$ cat config.mk
export PLATFORM = sky130hd
export DESIGN_NAME = qls_top
export DESIGN_NICKNAME = d
export VERILOG_FILES = /design/src/shared/qls_pkg.sv /design/src/rtl/qls_sync.sv /design/src/rtl/qls_flag.sv /design/src/rtl/qls_top.sv
export SDC_FILE = /design/constraint.sdc
export NUM_CORES = 1
export LEC_CHECK = 0
export BUFFER_PORTS_ARGS = -buffer_cell sky130_fd_sc_hd__buf_2
export CAP_MARGIN = 20
export CELL_PAD_IN_SITES_DETAIL_PLACEMENT = 0
export CELL_PAD_IN_SITES_GLOBAL_PLACEMENT = 1
export CORE_ASPECT_RATIO = 1.4
export CORE_MARGIN = 10
export CORE_UTILIZATION = 47
export CTS_CLUSTER_DIAMETER = 50
export DETAILED_ROUTE_END_ITERATION = 10
export PLACE_DENSITY_LB_ADDON = 0.15
export SLEW_MARGIN = 20
export SYNTH_ARGS = -nofsm -noshare
export SYNTH_HDL_FRONTEND = slang
export SYNTH_SLANG_ARGS = --single-unit
$ cat constraint.sdc
create_clock -name mclk_i -period 3.3 [get_ports mclk_i]
set_clock_uncertainty 0.15 [all_clocks]
set_input_delay 0.495 -clock mclk_i [delete_from_list [all_inputs] [get_ports mclk_i]]
set_output_delay 0.495 -clock mclk_i [all_outputs]
set_load 0.005 [all_outputs]
$ cat src/shared/qls_pkg.sv
/*
 * Package for the quad link status and event flag register bank:
 * register offsets, bit positions, reset values and the source and bus carrier structs.
 * Assumes one clock domain and a plain address/strobe register port.
 */
package qls_pkg;

    // -------------------------------------------------------------
    // register offsets
    // -------------------------------------------------------------
    localparam logic [7:0] ADDR_PAIR_EVT = 8'h83;
    localparam logic [7:0] ADDR_LINK_STS = 8'h84;
    localparam logic [7:0] ADDR_SYNC_EVT = 8'h85;
    localparam logic [7:0] ADDR_PLL_STS = 8'h86;
    localparam logic [7:0] ADDR_RSVD = 8'h87;
    localparam logic [7:0] ADDR_PLL_EVT = 8'h88;

    // -------------------------------------------------------------
    // field positions and reset values
    // -------------------------------------------------------------
    localparam int POS_PAIR_LOSS = 0;
    localparam int POS_PAIR_GAIN = 2;
    localparam int POS_PAIR_FAIL = 4;
    localparam int POS_PAIR_MULTI = 6;
    localparam int POS_LINK_INV = 0;
    localparam int POS_LINK_LIVE = 4;
    localparam int POS_SYNC_LOSS = 0;
    localparam int POS_SYNC_GAIN = 4;
    localparam int POS_PLL_LOCK = 4;
    localparam int POS_PLL_LOSS = 7;
    localparam logic [7:0] RST_FLAGS = 8'h00;
    localparam logic [3:0] RST_LINK = 4'h0;
    localparam logic [1:0] RST_PAIR = 2'h0;
    localparam logic [7:0] RST_RDATA = 8'h00;
    localparam logic [7:0] RD_RSVD = 8'h00;

    // -------------------------------------------------------------
    // carriers of the status sources and of the register port
    // -------------------------------------------------------------
    typedef struct packed {
        logic [1:0] pair_aligned;
        logic [1:0] pair_fail;
        logic [1:0] pair_multi;
        logic [1:0] pair_sm_en;
        logic [3:0] link_up;
        logic pll_lock;
    } qls_src_t;

    typedef struct packed {
        logic [7:0] addr;
        logic wr;
        logic rd;
    } qls_bus_t;

endpackage

$ cat src/rtl/qls_sync.sv
/*
 * Two flop synchroniser, one per bit, for status levels from other logic.
 * Assumes the inputs are quasi static levels from outside mclk_i.
 */
`timescale 1ns/1ps
module qls_sync #(
    parameter int WIDTH = 8
) (
    input wire logic mclk_i,
    input wire logic rst_b_i,
    input wire logic [WIDTH-1:0] d_i,
    output logic [WIDTH-1:0] q_o
);
    logic [WIDTH-1:0] meta_ff;
    logic [WIDTH-1:0] sync_ff;

    always_ff @(posedge mclk_i or negedge rst_b_i) begin
        if (!rst_b_i) begin
            meta_ff <= '0;
            sync_ff <= '0;
        end else begin
            meta_ff <= d_i;
            sync_ff <= meta_ff;
        end
    end

    assign q_o = sync_ff;
endmodule

$ cat src/rtl/qls_flag.sv
/*
 * Sticky flag bank: set by a pulse, cleared by a clear pulse.
 * Assumes set and clear come from mclk_i logic.
 */
`timescale 1ns/1ps
module qls_flag #(
    parameter int WIDTH = 8
) (
    input wire logic mclk_i,
    input wire logic rst_b_i,
    input wire logic [WIDTH-1:0] set_i,
    input wire logic clr_i,
    output logic [WIDTH-1:0] flag_o
);
    logic [WIDTH-1:0] flag_ff;
    logic [WIDTH-1:0] nxt_flag;

    // set wins so an event in the read cycle survives the read-clear
    assign nxt_flag = set_i | (clr_i ? '0 : flag_ff);

    always_ff @(posedge mclk_i or negedge rst_b_i) begin
        if (!rst_b_i) begin
            flag_ff <= qls_pkg::RST_FLAGS[WIDTH-1:0];
        end else begin
            flag_ff <= nxt_flag;
        end
    end

    assign flag_o = flag_ff;
endmodule

$ cat src/rtl/qls_top.sv
/*
 * Quad status and event flag register bank: pair alignment events,
 * word aligner link status with sync events, and PLL lock status and
 * events, read over a plain address/strobe port.
 * Assumes status sources are levels from other clock domains and are
 * synchronised here; the register master never waits.
 */
`timescale 1ns/1ps
module qls_top (
    input wire logic mclk_i,
    input wire logic rst_b_i,
    input wire logic [7:0] addr_i,
    input wire logic [7:0] wdata_i,
    input wire logic wr_i,
    input wire logic rd_i,
    output logic [7:0] rdata_o,
    input wire logic [1:0] pair_aligned_i,
    input wire logic [1:0] pair_fail_i,
    input wire logic [1:0] pair_multi_i,
    input wire logic [1:0] pair_sm_en_i,
    input wire logic [3:0] link_up_i,
    input wire logic pll_lock_i,
    output logic [1:0] pair_aligned_o,
    output logic quad_irq_o
);
    // -------------------------------------------------------------
    // source synchronisation
    // -------------------------------------------------------------
    qls_pkg::qls_src_t src_raw;
    qls_pkg::qls_src_t src;
    qls_pkg::qls_bus_t bus;

    assign src_raw = '{pair_aligned: pair_aligned_i, pair_fail: pair_fail_i,
                       pair_multi: pair_multi_i, pair_sm_en: pair_sm_en_i,
                       link_up: link_up_i, pll_lock: pll_lock_i};
    assign bus = '{addr: addr_i, wr: wr_i, rd: rd_i};

    qls_sync #(
        .WIDTH($bits(qls_pkg::qls_src_t))
    ) u_sync (
        .mclk_i(mclk_i),
        .rst_b_i(rst_b_i),
        .d_i(src_raw),
        .q_o(src)
    );

    // -------------------------------------------------------------
    // history of the synchronised levels for edge detection
    // -------------------------------------------------------------
    logic [1:0] pair_al_ff;
    logic [1:0] pair_fail_ff;
    logic [1:0] pair_multi_ff;
    logic [3:0] link_ff;
    logic pll_ff;

    always_ff @(posedge mclk_i or negedge rst_b_i) begin
        if (!rst_b_i) begin
            pair_al_ff <= qls_pkg::RST_PAIR;
            pair_fail_ff <= qls_pkg::RST_PAIR;
            pair_multi_ff <= qls_pkg::RST_PAIR;
            link_ff <= qls_pkg::RST_LINK;
            pll_ff <= 1'b0;
        end else begin
            pair_al_ff <= src.pair_aligned;
            pair_fail_ff <= src.pair_fail;
            pair_multi_ff <= src.pair_multi;
            link_ff <= src.link_up;
            pll_ff <= src.pll_lock;
        end
    end

    // -------------------------------------------------------------
    // event detection
    // -------------------------------------------------------------
    // pair events are masked while the link machine is off, since the
    // aligned status is meaningless then
    logic [1:0] pair_en;
    logic [1:0] pair_loss;
    logic [1:0] pair_gain;
    logic [1:0] pair_fail_rise;
    logic [1:0] pair_multi_rise;
    logic [3:0] sync_loss;
    logic [3:0] sync_gain;
    logic pll_gain;
    logic pll_loss;

    assign pair_en = src.pair_sm_en;
    assign pair_loss = pair_en & pair_al_ff & ~src.pair_aligned;
    assign pair_gain = pair_en & ~pair_al_ff & src.pair_aligned;
    assign pair_fail_rise = pair_en & ~pair_fail_ff & src.pair_fail;
    assign pair_multi_rise = pair_en & ~pair_multi_ff & src.pair_multi;
    assign sync_loss = link_ff & ~src.link_up;
    assign sync_gain = ~link_ff & src.link_up;
    assign pll_gain = ~pll_ff & src.pll_lock;
    assign pll_loss = pll_ff & ~src.pll_lock;

    // -------------------------------------------------------------
    // register decode
    // -------------------------------------------------------------
    logic rd_pair;
    logic rd_link;
    logic rd_sync;
    logic rd_pll;
    logic rd_pll_evt;

    assign rd_pair = bus.rd && (bus.addr == qls_pkg::ADDR_PAIR_EVT);
    assign rd_link = bus.rd && (bus.addr == qls_pkg::ADDR_LINK_STS);
    assign rd_sync = bus.rd && (bus.addr == qls_pkg::ADDR_SYNC_EVT);
    assign rd_pll = bus.rd && (bus.addr == qls_pkg::ADDR_PLL_STS);
    assign rd_pll_evt = bus.rd && (bus.addr == qls_pkg::ADDR_PLL_EVT);

    // -------------------------------------------------------------
    // sticky flags
    // -------------------------------------------------------------
    logic [7:0] pair_set;
    logic [7:0] sync_set;
    logic [7:0] pll_set;
    logic [7:0] pair_flags;
    logic [7:0] sync_flags;
    logic [7:0] pll_flags;
    logic [7:0] pll_sts_set;
    logic [7:0] pll_sts_flags;

    assign pair_set = {pair_multi_rise, pair_fail_rise, pair_gain, pair_loss};
    assign sync_set = {sync_gain, sync_loss};
    assign pll_set = {pll_loss, 2'h0, pll_gain, 4'h0};
    // the loss-of-lock status bit is itself sticky: a short dropout would
    // otherwise vanish before software looks
    assign pll_sts_set = {pll_loss, 7'h00};

    qls_flag #(
        .WIDTH(8)
    ) u_pair_flags (
        .mclk_i(mclk_i),
        .rst_b_i(rst_b_i),
        .set_i(pair_set),
        .clr_i(rd_pair),
        .flag_o(pair_flags)
    );

    qls_flag #(
        .WIDTH(8)
    ) u_sync_flags (
        .mclk_i(mclk_i),
        .rst_b_i(rst_b_i),
        .set_i(sync_set),
        .clr_i(rd_sync),
        .flag_o(sync_flags)
    );

    qls_flag #(
        .WIDTH(8)
    ) u_pll_flags (
        .mclk_i(mclk_i),
        .rst_b_i(rst_b_i),
        .set_i(pll_set),
        .clr_i(rd_pll_evt),
        .flag_o(pll_flags)
    );

    qls_flag #(
        .WIDTH(8)
    ) u_pll_sts (
        .mclk_i(mclk_i),
        .rst_b_i(rst_b_i),
        .set_i(pll_sts_set),
        .clr_i(rd_pll),
        .flag_o(pll_sts_flags)
    );

    // -------------------------------------------------------------
    // read data
    // -------------------------------------------------------------
    logic [7:0] link_word;
    logic [7:0] pll_word;
    logic [7:0] nxt_rdata;
    logic [7:0] rdata_ff;

    assign link_word = {link_ff, ~link_ff};
    assign pll_word = {pll_sts_flags[qls_pkg::POS_PLL_LOSS], 2'h0,
                       pll_ff, 4'h0};

    always_comb begin
        nxt_rdata = qls_pkg::RD_RSVD;
        if (bus.rd) begin
            case (bus.addr)
                qls_pkg::ADDR_PAIR_EVT: nxt_rdata = pair_flags;
                qls_pkg::ADDR_LINK_STS: nxt_rdata = link_word;
                qls_pkg::ADDR_SYNC_EVT: nxt_rdata = sync_flags;
                qls_pkg::ADDR_PLL_STS: nxt_rdata = pll_word;
                qls_pkg::ADDR_PLL_EVT: nxt_rdata = pll_flags;
                default: nxt_rdata = qls_pkg::RD_RSVD;
            endcase
        end
    end

    always_ff @(posedge mclk_i or negedge rst_b_i) begin
        if (!rst_b_i) begin
            rdata_ff <= qls_pkg::RST_RDATA;
        end else begin
            rdata_ff <= nxt_rdata;
        end
    end

    // writes are ignored: every register of this bank is read only
    logic unused_wr;
    assign unused_wr = bus.wr & (|wdata_i);

    // -------------------------------------------------------------
    // outputs
    // -------------------------------------------------------------
    logic irq_ff;

    always_ff @(posedge mclk_i or negedge rst_b_i) begin
        if (!rst_b_i) begin
            irq_ff <= 1'b0;
        end else begin
            irq_ff <= (|pair_flags) | (|sync_flags) | (|pll_flags);
        end
    end

    assign rdata_o = rdata_ff;
    assign pair_aligned_o = pair_al_ff;
    assign quad_irq_o = irq_ff;

    // -------------------------------------------------------------
    // checks
    // -------------------------------------------------------------
    pair_loss_a: assert property (
        @(posedge mclk_i) disable iff (!rst_b_i)
        pair_loss[0] |=> pair_flags[qls_pkg::POS_PAIR_LOSS])
        else $error("pair loss flag not set");
    pair_loss_hi_a: assert property (
        @(posedge mclk_i) disable iff (!rst_b_i)
        pair_loss[1] |=> pair_flags[qls_pkg::POS_PAIR_LOSS + 1])
        else $error("pair 23 loss flag not set");
    pair_gain_a: assert property (
        @(posedge mclk_i) disable iff (!rst_b_i)
        pair_gain[1] |=> pair_flags[qls_pkg::POS_PAIR_GAIN + 1])
        else $error("pair gain flag not set");
    pair_gain_lo_a: assert property (
        @(posedge mclk_i) disable iff (!rst_b_i)
        pair_gain[0] |=> pair_flags[qls_pkg::POS_PAIR_GAIN])
        else $error("pair 01 gain flag not set");
    pair_fail_a: assert property (
        @(posedge mclk_i) disable iff (!rst_b_i)
        pair_fail_rise[0] |=> pair_flags[qls_pkg::POS_PAIR_FAIL])
        else $error("pair fail flag not set");
    pair_fail_hi_a: assert property (
        @(posedge mclk_i) disable iff (!rst_b_i)
        pair_fail_rise[1] |=> pair_flags[qls_pkg::POS_PAIR_FAIL + 1])
        else $error("pair 23 fail flag not set");
    pair_multi_a: assert property (
        @(posedge mclk_i) disable iff (!rst_b_i)
        pair_multi_rise[1] |=> pair_flags[7])
        else $error("multi alignment flag not set");
    pair_multi_lo_a: assert property (
        @(posedge mclk_i) disable iff (!rst_b_i)
        pair_multi_rise[0] |=> pair_flags[qls_pkg::POS_PAIR_MULTI])
        else $error("pair 01 multi flag not set");
    link_word_a: assert property (
        @(posedge mclk_i) disable iff (!rst_b_i)
        rd_link |=> rdata_o == {$past(link_ff), ~$past(link_ff)})
        else $error("link status read wrong");
    sync_loss_a: assert property (
        @(posedge mclk_i) disable iff (!rst_b_i)
        sync_loss[2] |=> sync_flags[2])
        else $error("sync loss flag not set");
    sync_gain_a: assert property (
        @(posedge mclk_i) disable iff (!rst_b_i)
        sync_gain[3] |=> sync_flags[7])
        else $error("sync gain flag not set");
    pll_evt_a: assert property (
        @(posedge mclk_i) disable iff (!rst_b_i)
        pll_loss |=> pll_flags[7] && pll_sts_flags[7])
        else $error("pll loss flags not set");
    pll_lock_a: assert property (
        @(posedge mclk_i) disable iff (!rst_b_i)
        pll_gain |=> pll_flags[qls_pkg::POS_PLL_LOCK])
        else $error("pll lock flag not set");
    pll_live_a: assert property (
        @(posedge mclk_i) disable iff (!rst_b_i)
        rd_pll |=> rdata_o[qls_pkg::POS_PLL_LOCK] == $past(pll_ff))
        else $error("pll lock status read wrong");
    pll_sts_clr_a: assert property (
        @(posedge mclk_i) disable iff (!rst_b_i)
        rd_pll && !pll_loss |=> !pll_sts_flags[qls_pkg::POS_PLL_LOSS])
        else $error("loss of lock status not cleared");
    rsvd_read_a: assert property (
        @(posedge mclk_i) disable iff (!rst_b_i)
        bus.rd && (bus.addr == qls_pkg::ADDR_RSVD)
        |=> rdata_o == qls_pkg::RD_RSVD)
        else $error("reserved register not zero");
    pair_mask_a: assert property (
        @(posedge mclk_i) disable iff (!rst_b_i)
        !pair_en[0] && !(|(pair_flags & 8'h55)) |=> !(|(pair_flags & 8'h55)))
        else $error("pair 01 flag set while machine off");
    pair_mask_hi_a: assert property (
        @(posedge mclk_i) disable iff (!rst_b_i)
        !pair_en[1] && !(|(pair_flags & 8'hAA)) |=> !(|(pair_flags & 8'hAA)))
        else $error("pair 23 flag set while machine off");
    aligned_out_a: assert property (
        @(posedge mclk_i) disable iff (!rst_b_i)
        pair_aligned_o == $past(src.pair_aligned))
        else $error("aligned status output wrong");
    read_clear_a: assert property (
        @(posedge mclk_i) disable iff (!rst_b_i)
        rd_sync && !(|sync_set) |=> sync_flags == 8'h00)
        else $error("read did not clear flags");
    pair_clear_a: assert property (
        @(posedge mclk_i) disable iff (!rst_b_i)
        rd_pair && !(|pair_set) |=> pair_flags == 8'h00)
        else $error("read did not clear pair flags");
    pll_clear_a: assert property (
        @(posedge mclk_i) disable iff (!rst_b_i)
        rd_pll_evt && !(|pll_set) |=> pll_flags == 8'h00)
        else $error("read did not clear pll flags");
    set_wins_a: assert property (
        @(posedge mclk_i) disable iff (!rst_b_i)
        rd_sync && (|sync_set) |=> sync_flags == $past(sync_set))
        else $error("event lost in read cycle");
    flag_hold_a: assert property (
        @(posedge mclk_i) disable iff (!rst_b_i)
        !rd_sync |=> (sync_flags & $past(sync_flags)) == $past(sync_flags))
        else $error("flag dropped without a read");
    wr_ignore_a: assert property (
        @(posedge mclk_i) disable iff (!rst_b_i)
        unused_wr && !rd_sync && !(|sync_set) |=> $stable(sync_flags))
        else $error("write changed the flags");
    quad_sum_a: assert property (
        @(posedge mclk_i) disable iff (!rst_b_i)
        (|sync_flags) |=> quad_irq_o)
        else $error("summary bit missing");
    quad_pair_a: assert property (
        @(posedge mclk_i) disable iff (!rst_b_i)
        (|pair_flags) |=> quad_irq_o)
        else $error("summary bit missing for pair flags");
    quad_pll_a: assert property (
        @(posedge mclk_i) disable iff (!rst_b_i)
        (|pll_flags) |=> quad_irq_o)
        else $error("summary bit missing for pll flags");
    quad_idle_a: assert property (
        @(posedge mclk_i) disable iff (!rst_b_i)
        !(|pair_flags) && !(|sync_flags) && !(|pll_flags) |=> !quad_irq_o)
        else $error("summary bit set with no flag");
    for (genvar ch = 0; ch < 4; ch++) begin : g_chan_chk
        chan_loss_a: assert property (
            @(posedge mclk_i) disable iff (!rst_b_i)
            link_ff[ch] && !src.link_up[ch] |=>
            sync_flags[qls_pkg::POS_SYNC_LOSS + ch])
            else $error("channel sync loss flag not set");
        chan_gain_a: assert property (
            @(posedge mclk_i) disable iff (!rst_b_i)
            !link_ff[ch] && src.link_up[ch] |=>
            sync_flags[qls_pkg::POS_SYNC_GAIN + ch])
            else $error("channel sync gain flag not set");
        link_inv_a: assert property (
            @(posedge mclk_i) disable iff (!rst_b_i)
            rd_link |=> rdata_o[qls_pkg::POS_LINK_INV + ch] !=
            rdata_o[qls_pkg::POS_LINK_LIVE + ch])
            else $error("inverted link status wrong");
    end
endmodule

==> results of run 1 <==
## worst reg2reg max path, delay by kind of cell (launching register included)
kind / cells / cell delay, ps
DFF: 1 / 400
and+or+nand+nor: 2 / 1010
## kinds of logic after synthesis
logic type             count (synthesis)  synth area share
AO/OA/AOI/OAI                         42             0.150
flip-flops                            65             0.714
AND/OR/NAND/NOR                       38             0.110
buffers and inverters                 13            0.0253
## what timing repair did
action,in CTS,in global routing
hold buffers,1,0
endpoints found under the hold margin,20,0
setup buffers,0,0
## cell usage in the layout, fill, tap and decap left out, types with 6 or more instances in the layout
cell,instances
dfrtp_1,65
buf_2,34
clkbuf_8,12
inv_1,9
o2bb2ai_1,8
nand2_1,8
a22oi_1,8
nor2_1,8
a2bb2oi_1,8
a22o_1,6
## report_power, final
part	switching [mW]	internal, mW	total, mW
Clock	0.268	0.402	0.670
Sequential	0.0140	0.823	0.837
Combinational	0.0409	0.0309	0.0718
Total	0.323	1.26	1.58
## through the flow
stage	cells	hold slack [ps]	setup slack, ps	util
after floorplan	158	49.4	1620	-
after global placement	252	182	1270	0.546
after detailed placement	252	185	1280	0.546
after CTS	267	90.9	1610	0.592
after global routing	267	95.0	1530	0.592
final	267	115	1600	0.592
## cell usage after synthesis
cell | instances | area [µm²]
a21o_1 | 2 | 15.0
a21oi_1 | 4 | 20.0
a22o_1 | 6 | 52.6
a22o_2 | 1 | 10.0
a22oi_1 | 8 | 60.1
a2bb2oi_1 | 8 | 70.1
a32o_1 | 4 | 40.0
and2_1 | 1 | 6.26
and2b_1 | 2 | 15.0
and3_1 | 1 | 6.26
buf_2 | 1 | 5.00
buf_6 | 1 | 11.3
clkbuf_1 | 2 | 7.51
dfrtp_1 | 65 | 1630
inv_1 | 9 | 33.8
nand2_1 | 8 | 30.0
nand2b_1 | 2 | 12.5
nand3_1 | 2 | 10.0
nand3_4 | 1 | 17.5
nand3b_1 | 1 | 7.51
nand4b_4 | 1 | 23.8
nor2_1 | 8 | 30.0
nor2b_1 | 3 | 18.8
nor3b_1 | 1 | 7.51
nor4_1 | 3 | 18.8
nor4b_4 | 1 | 23.8
o21ai_1 | 1 | 5.00
o2bb2ai_1 | 8 | 70.1
or3b_1 | 1 | 8.76
or4_1 | 2 | 15.0
## area by class of cell
cell class	count	area [µm²]	share of cell area
clock buffer	12	165	0.0605
inverter	9	33.8	0.0124
tap	62	77.6	0.0284
clock inverter	2	37.5	0.0137
sequential	65	1630	0.596
multi-input combinational	80	594	0.218
timing repair buffer	37	195	0.0715
## sequential cells by signal, summed over array words and instances, names as in the netlist
signal,flops
u_sync.meta_ff,13
u_sync.q_o,13
rdata_o,8
u_pair_flags.flag_o,8
u_sync_flags.flag_o,8
link_ff,4
pair_aligned_o,2
pair_fail_ff,2
pair_multi_ff,2
u_pll_flags.flag_o,2
pll_ff,1
quad_irq_o,1
u_pll_sts.flag_o,1
## metal layers
metal	global-route usage	wire [µm]	up-vias
li1	-	-	663
met3	0.0510	353	10
met4	0.0705	96	0
met2	0.185	2000	48
met5	0	0	-
met1	0.125	1800	672
## how the worst max path moves through the flow
stage	startpoint	endpoint	slack, ps	cells after the start
3_3_place_gp	addr_i[5]	u_sync_flags.flag_o[4]	1270	5
4_1_cts	u_sync_flags.flag_o[4]	quad_irq_o	1610	2
2_1_floorplan	addr_i[5]	u_sync_flags.flag_o[4]	1620	5
5_1_grt	addr_i[5]	u_sync_flags.flag_o[4]	1530	5
6_report	u_sync_flags.flag_o[4]	quad_irq_o	1600	2
3_5_place_dp	addr_i[1]	u_pair_flags.flag_o[7]	1280	4
==> summary.txt, run 1 <==
Final Cell Area = 2730 µm²
Power Dens Cells = 578 nW/µm²
flop2flop setup slack = 1600 ps
Fin. Hold Viols = 0
Top cell by count, worst path = or4_1
Slew Limit Fails = 0
Netlist cell types = 30
FF-to-FF path depth = 2
CTS H-Tree Depth = 3
hold path endpoint = u_sync.meta_ff[0]
Least-Margin Pin Slew = 715 ps
vias per cell = 5.22
RD Place Congestion = 0.832
initial antenna violation count = 0
first-pass GRT wire length = 7.16 mm
peak supply drop = 0.339 mV
die footprint = 8070 µm²
RSZ-0062 raised after global routing = no
Worst path slowest cell = or4_1
Syn Area/Cell = 14.4 µm²
vias in the first global route = 1515
CP cell instances = or4_1 > or4_1
final setup fails = 0
Die X = 78.8 µm
Hold WC Path Type = in -> reg
reg-to-reg endpoint = quad_irq_o
r2r startpoint = u_sync_flags.flag_o[4]
CTS tree = yes
DP HPWL = 3.15 mm
Clock transition at path regs = 70 ps
Synth Instances = 158
ANT cells = 0
fill cell count = 412
Final Cycle Share = 0.514
Overflow after GRT = 0
CP top delay family = simple AND/OR/NAND/NOR gates
initial core utilization = 0.494
WP data arrival = 1740 ps
Via Count = 1393
Slew HR = 0.522
largest net degree at the start of global routing = 26
CP max FO = 3
synth warn = 0
setup tns final = 0 ps
Design Power = 1.58 mW
kind of critical path = reg -> reg
DRC viols = 0
Min-Delay Path Depth = 1
CTS root buf = clkbuf_8
Net Count, Synth = 191
clock sink count = 65
number of DRC markers in iteration 0 = 63
first drt pass iteration count = 4
worst-skew pair later-pin latency = 330 ps
# resized after CTS = 0
Post-DP Area = 2520 µm²
crit-path max cell delay = 520 ps
Tmin final = 1700 ps
Worst setup SP type = flop
Core Box Area = 4610 µm²
part of the Yosys area used for sequential elements = 0.714
I/O pins = 44
cell area after synthesis = 2280 µm²
critical path data required time = 3340 ps
leak pwr = 1.23 nW
DR WL/cell = 15.9 µm
maxcap violations = 0
row count = 29
Setup crit end kind = flop
IO buf count = 34
DIE HEIGHT = 102 µm
Area growth, synth to finish = 19.8%
hold path startpoint = pll_lock_i
Layout Nets = 235
synthesized flop and latch total = 65
Post-DRT Antenna Nets = 0
CTS Buffer Depth = 2
TritonCTS buffer count = 9
final WL = 4.26 mm
Max Freq = 589 MHz
GRT Overall Usage = 0.116
status = completed
Bufs and invs on worst path = 0
layout cells sized above 1 = 0.263
Power figures use the tool's default switching activity.
==> run 2, diff against run 1 <==
Settings changed: CORE_UTILIZATION 47 to 44.
Clock period 3.3 ns to 1.75 ns, I/O delays scaled along.
==> run 2 against run 1 <==
  * Final area rose by 6.2%
  * Hold slack improved by 85 ps
  * Total power is 91% higher
  * Register-to-register slack lost 1500 ps
  * Sequential share of layout area is 3.5 points lower
  * Clock power grew 90%
  * First-iteration DRC count rose by 14%
  * Die area is 5.3% higher
  * Routed wire length up 1.7%
  * Sequential power grew 89%
  * Non-clock buffer count grew 16
==> summary.txt, run 2 (synthesis results as in run 1) <==
vias in the first global route = 1601 (+5.7%)
row count = 30 (+3.4%)
maxcap violations = 0 (unchanged)
Final Non-Filler Cells = 287 (+7.5%)
Max Freq = 611 MHz (+3.7%)
RSZ-0062 raised after global routing = no
layout cells sized above 1 = 0.265 (+0.00116)
Critical Path Start = u_sync_flags.flag_o[4]
Tmin final = 1640 ps (-60.0 ps)
Layout Nets = 251 (+6.8%)
Worst setup SP type = flop
Min-Delay Path Depth = 0 (-1)
cell total after placement = 257 (+2.0%)
DR WL/cell = 15.1 µm (-5.4%)
reg-to-reg endpoint = quad_irq_o
Design Power = 3.01 mW (+91%)
CTS H-Tree Depth = 3 (unchanged)
commonest cells after routing, fill and taps aside = dfrtp_1, buf_2, dlygate4sd3_1, clkbuf_8, inv_1
leak pwr = 1.30 nW (+5.6%)
ANT cells = 0 (unchanged)
Final Cycle Share = 0.935 (+0.421)
final WL = 4.33 mm (+1.7%)
Overflow after GRT = 0 (unchanged)
flop2flop setup slack = 110 ps (-1490 ps)
largest net degree at the start of global routing = 66 (+150%)
FF-to-FF path depth = 2 (unchanged)
CP max FO = 3 (unchanged)
Setup crit end kind = flop
initial core utilization = 0.463 (-0.0311)
Flop pwr share = 0.524 (-0.006)
Sw Ratio = 0.226 (+0.0211)
WP data arrival = 1700 ps (-40 ps)
first drt pass iteration count = 4 (unchanged)
post-CTS setup buffer count = 0 (unchanged)
Comb pwr share = 0.055 (+0.010)
most common cell after layout, fill and taps aside = dfrtp_1
Fin. Hold Viols = 0 (unchanged)
critical path data required time = 1810 ps (-1530 ps)
worst-skew pair later-pin latency = 340 ps (about the same)
hold path startpoint = u_sync.meta_ff[2]
Hold WC Path Type = reg -> reg
Least-Margin Pin Slew = 594 ps (-121 ps)
status = completed
peak supply drop = 0.610 mV (+80%)
GRT Overall Usage = 0.112 (-0.00459)
CTS root buf = clkbuf_8
I/O pins = 44 (unchanged)
Slew Limit Fails = 0 (unchanged)
Die X = 80.8 µm (+2.5%)
hold path endpoint = u_sync.q_o[2]
initial antenna violation count = 0 (unchanged)
Power Dens Cells = 1040 nW/µm² (+80%)
final setup fails = 0 (unchanged)
die footprint = 8500 µm² (+5.3%)
setup tns final = 0 ps (unchanged)
Via Count = 1468 (+5.4%)
vias per cell = 5.11 (-2.0%)
Slew HR = 0.601 (+0.0791)
r2r startpoint = u_sync_flags.flag_o[4]
# resized after CTS = 0 (unchanged)
CTS tree = yes
internal power = 2.33 mW (+86%)
Clock transition at path regs = 70 ps (about the same)
RD Place Congestion = 0.820 (-1.5%)
first-pass GRT wire length = 7.41 mm (+3.5%)
clock sink count = 65 (unchanged)
kind of critical path = reg -> reg
Post-CTS Hold Fix Bufs = 14 (+13)
DRC viols = 0 (unchanged)
Core Box Area = 4920 µm² (+6.7%)
DP HPWL = 2.99 mm (-5.0%)
number of DRC markers in iteration 0 = 72 (+14%)
CTS Buffer Depth = 2 (unchanged)
Area growth, synth to finish = 27.2%
IO buf count = 34 (unchanged)
switching pwr = 0.679 mW (+110%)
Post-DRT Antenna Nets = 0 (unchanged)
DIE HEIGHT = 105 µm (+2.7%)
clock network power share = 0.421 (-0.003)
TritonCTS buffer count = 9 (unchanged)
run 2: worst max-delay path by stage:
stage	to	slack (ps)	depth (start not counted)
2_1_floorplan	quad_irq_o	160	2
3_3_place_gp	u_sync_flags.flag_o[4]	30	5
3_5_place_dp	u_sync_flags.flag_o[4]	6	5
4_1_cts	quad_irq_o	110	2
5_1_grt	quad_irq_o	50	2
6_report	quad_irq_o	110	2
run 2: area by class of cell:
class / count / area [µm²]
fillers: 412 / 2020
flip-flops and latches: 65 / 1630
multi-input cells: 80 / 594
repair buffers: 53 / 360
clock buffers: 10 / 138
well taps: 64 / 80.1
clock inverters: 6 / 66.3
inverters: 9 / 33.8
run 2: routing by layer:
layer | track usage | up-vias | part of all wire
met5 | 0 | - | 0
met4 | 0.0744 | 0 | 0.030
met3 | 0.0489 | 12 | 0.085
met2 | 0.173 | 50 | 0.48
met1 | 0.119 | 707 | 0.40
li1 | - | 699 | -
run 2: power groups by stage:
stage                     Sequential, mW  Clock [mW]  Combinational [mW]
after global routing                1.58        1.37               0.185
after global placement              1.60           0               0.138
final                               1.58        1.27               0.165
after floorplan                     1.60           0              0.0603
after detailed placement            1.61           0               0.142
after CTS                           1.58        1.30               0.167
run 2: per-stage QoR:
step	util	instance area [µm²]	hold WS [ps]	worst slack (ps)
final	0.590	2900	200	113
after global routing	0.590	2900	209	46.3
after CTS	0.590	2900	176	110
after detailed placement	0.520	2550	153	5.78
after global placement	0.520	2550	142	25.5
after floorplan	-	2280	-183	157
run 2: critical path, cell delays in order (launching register included):
cell	delay [ps]
dfrtp_1	400
or4_1	500
or4_1	470
==> run 3, diff against run 2 <==
Settings changed: CORE_UTILIZATION 44 to 46, SYNTH_HIERARCHICAL from default to 1.
==> run 3 against run 2 <==
  * Clock power grew 6%
  * First-iteration DRC count rose by 5.6%
  * Highest routed layer unchanged
  * Count of clock-buffer cells in the layout rose by 2
  * Largest power group unchanged
==> summary.txt, run 3 <==
cell area after synthesis = 2620 µm² (+15%)
Worst path slowest cell = nor4b_1
Power Dens Cells = 997 nW/µm² (-3.9%)
Layout Nets = 298 (+19%)
layout cells sized above 1 = 0.248 (-0.0164)
CP cell instances = buf_2 > nor3_1 > nand3_1 > nor4b_1 > inv_2 > a21o_1
Synth Instances = 197 (+25%)
first drt pass iteration count = 4 (unchanged)
synth warn = 6 (+6)
commonest cells after routing, fill and taps aside = dfrtp_1, buf_2, a21o_1, nor2b_1, dlygate4sd3_1
Final Cycle Share = 0.778 (-0.157)
status = completed
Fin. Hold Viols = 0 (unchanged)
I/O pins = 44 (unchanged)
Core Box Area = 5530 µm² (+12%)
Highest Signal Layer = met4
Hold WC Path Type = in -> reg
Max Freq = 735 MHz (+20%)
met1 wire length = 2.28 mm (+32%)
Design Power = 3.27 mW (+8.7%)
final setup fails = 0 (unchanged)
r2r startpoint = u_pll_flags/flag_o[0]
CTS H-Tree Depth = 3 (unchanged)
leak pwr = 1.43 nW (+9.8%)
Critical Path Start = addr_i[5]
Via Count = 1709 (+16%)
hold path startpoint = addr_i[0]
worst-skew pair later-pin latency = 320 ps (-20 ps)
largest net degree at the start of global routing = 72 (+9.1%)
DRC viols = 0 (unchanged)
worst hold slack = 175 ps (-24.5 ps)
Post-DRT Antenna Nets = 0 (unchanged)
WP data arrival = 1430 ps (-270 ps)
ANT cells = 0 (unchanged)
RSZ-0062 raised after global routing = no
initial core utilization = 0.475 (+0.0113)
RD Place Congestion = 0.802 (-2.1%)
Clock transition at path regs = 70 ps (about the same)
first-pass GRT wire length = 8.62 mm (+16%)
row count = 32 (+6.7%)
Slew Limit Fails = 0 (unchanged)
Die X = 83.8 µm (+3.7%)
maxcap violations = 0 (unchanged)
peak supply drop = 0.726 mV (+19%)
Area growth, synth to finish = 25.0%
DR WL/cell = 15.4 µm (+1.9%)
Syn Area/Cell = 13.3 µm² (-7.7%)
Overflow after GRT = 0 (unchanged)
DR WL met2 = 2.49 mm (+19%)
CTS root buf = clkbuf_8
vias in the first global route = 1803 (+13%)
number of DRC markers in iteration 0 = 76 (+5.6%)
vias per cell = 5.06 (-1.1%)
critical path data required time = 1820 ps (about the same)
die footprint = 9160 µm² (+7.9%)
Tmin final = 1360 ps (-275 ps)
Worst setup SP type = primary input
most common cell after layout, fill and taps aside = dfrtp_1
DP HPWL = 3.69 mm (+23%)
Setup crit end kind = flop
final WL = 5.19 mm (+20%)
CTS tree = yes
CP top delay family = simple AND/OR/NAND/NOR gates
TritonCTS buffer count = 9 (unchanged)
DIE HEIGHT = 109 µm (+4.0%)
CTS Buffer Depth = 2 (unchanged)
IO buf count = 34 (unchanged)
Bufs and invs on worst path = 2 (+2)
crit-path max cell delay = 340 ps (-160 ps)
clock sink count = 71 (+9.2%)
setup tns final = 0 ps (unchanged)
CP max FO = 8 (+5)
# resized after CTS = 0 (unchanged)
fill cell count = 472 (+15%)
GRT Overall Usage = 0.118 (+0.00612)
initial antenna violation count = 0 (unchanged)
kind of critical path = in -> reg
WL met3 = 318 µm (-14%)
run 3: cell count changes in the layout (fill, tap and decap cells not counted), sizes merged, moves of 5 or more:
cell	change
a21o	+23
nor2b	+12
a2bb2oi	-7
o2bb2ai	-6
nor2	+5
dfrtp	+6
conb	+6
run 3: area by class of cell:
cell class                      count  area, µm²  share of cell area
Clock inverter                      4       70.1              0.0214
Multi-Input combinational cell    122        815               0.248
Tap cell                           68       85.1              0.0259
Sequential cell                    71       1780               0.542
Clock buffer                       12        135              0.0412
Inverter                            6       22.5             0.00687
Timing Repair Buffer               55        375               0.114
run 3: metrics by stage:
stage	utilization	cells	instance area [µm²]	setup WS (ps)
finish	0.594	338	3280	389
global route	0.594	338	3280	224
CTS	0.594	338	3280	390
detailed placement	0.531	308	2930	51.1
global placement	0.531	308	2930	44.1
floorplan	-	202	2640	267
run 3: final timing paths:
| check | slack (ps) | depth (start not counted) | to |
|---|---|---|---|
| setup reg to reg | 400 | 3 | quad_irq_o |
| min in group asynchronous | 320 | 3 | rdata_o[5] |
| setup / recovery | 390 | 6 | u_sync_flags/flag_o[5] |
| max in group asynchronous | 830 | 3 | u_sync/meta_ff[0] |
| hold / removal | 180 | 3 | rdata_o[4] |
| hold reg to reg | 190 | 0 | u_sync/q_o[11] |
run 3: worst register-to-register path, stage by stage, from the launching register on:
cell     delay (ps)
dfrtp_1         430
nor4_1          330
and4_1          240
nand3_1          70
run 3: power by group:
part,internal [mW],switching [mW],total [mW],leakage (nW)
Combinational,0.106,0.0990,0.204,0.552
Sequential,1.69,0.0290,1.72,0.772
Clock,0.800,0.547,1.35,0.104
run 3: repair_timing:
item | in CTS | in global routing
hold buffers | 14 | 0
setup buffers | 0 | 0
endpoints found under the hold margin | 84 | 0
run 3: layer usage:
layer	global-route usage	up-vias
met2	0.188	50
met3	0.0489	8
met1	0.130	819
met5	0	-
li1	-	832
met4	0.0695	0
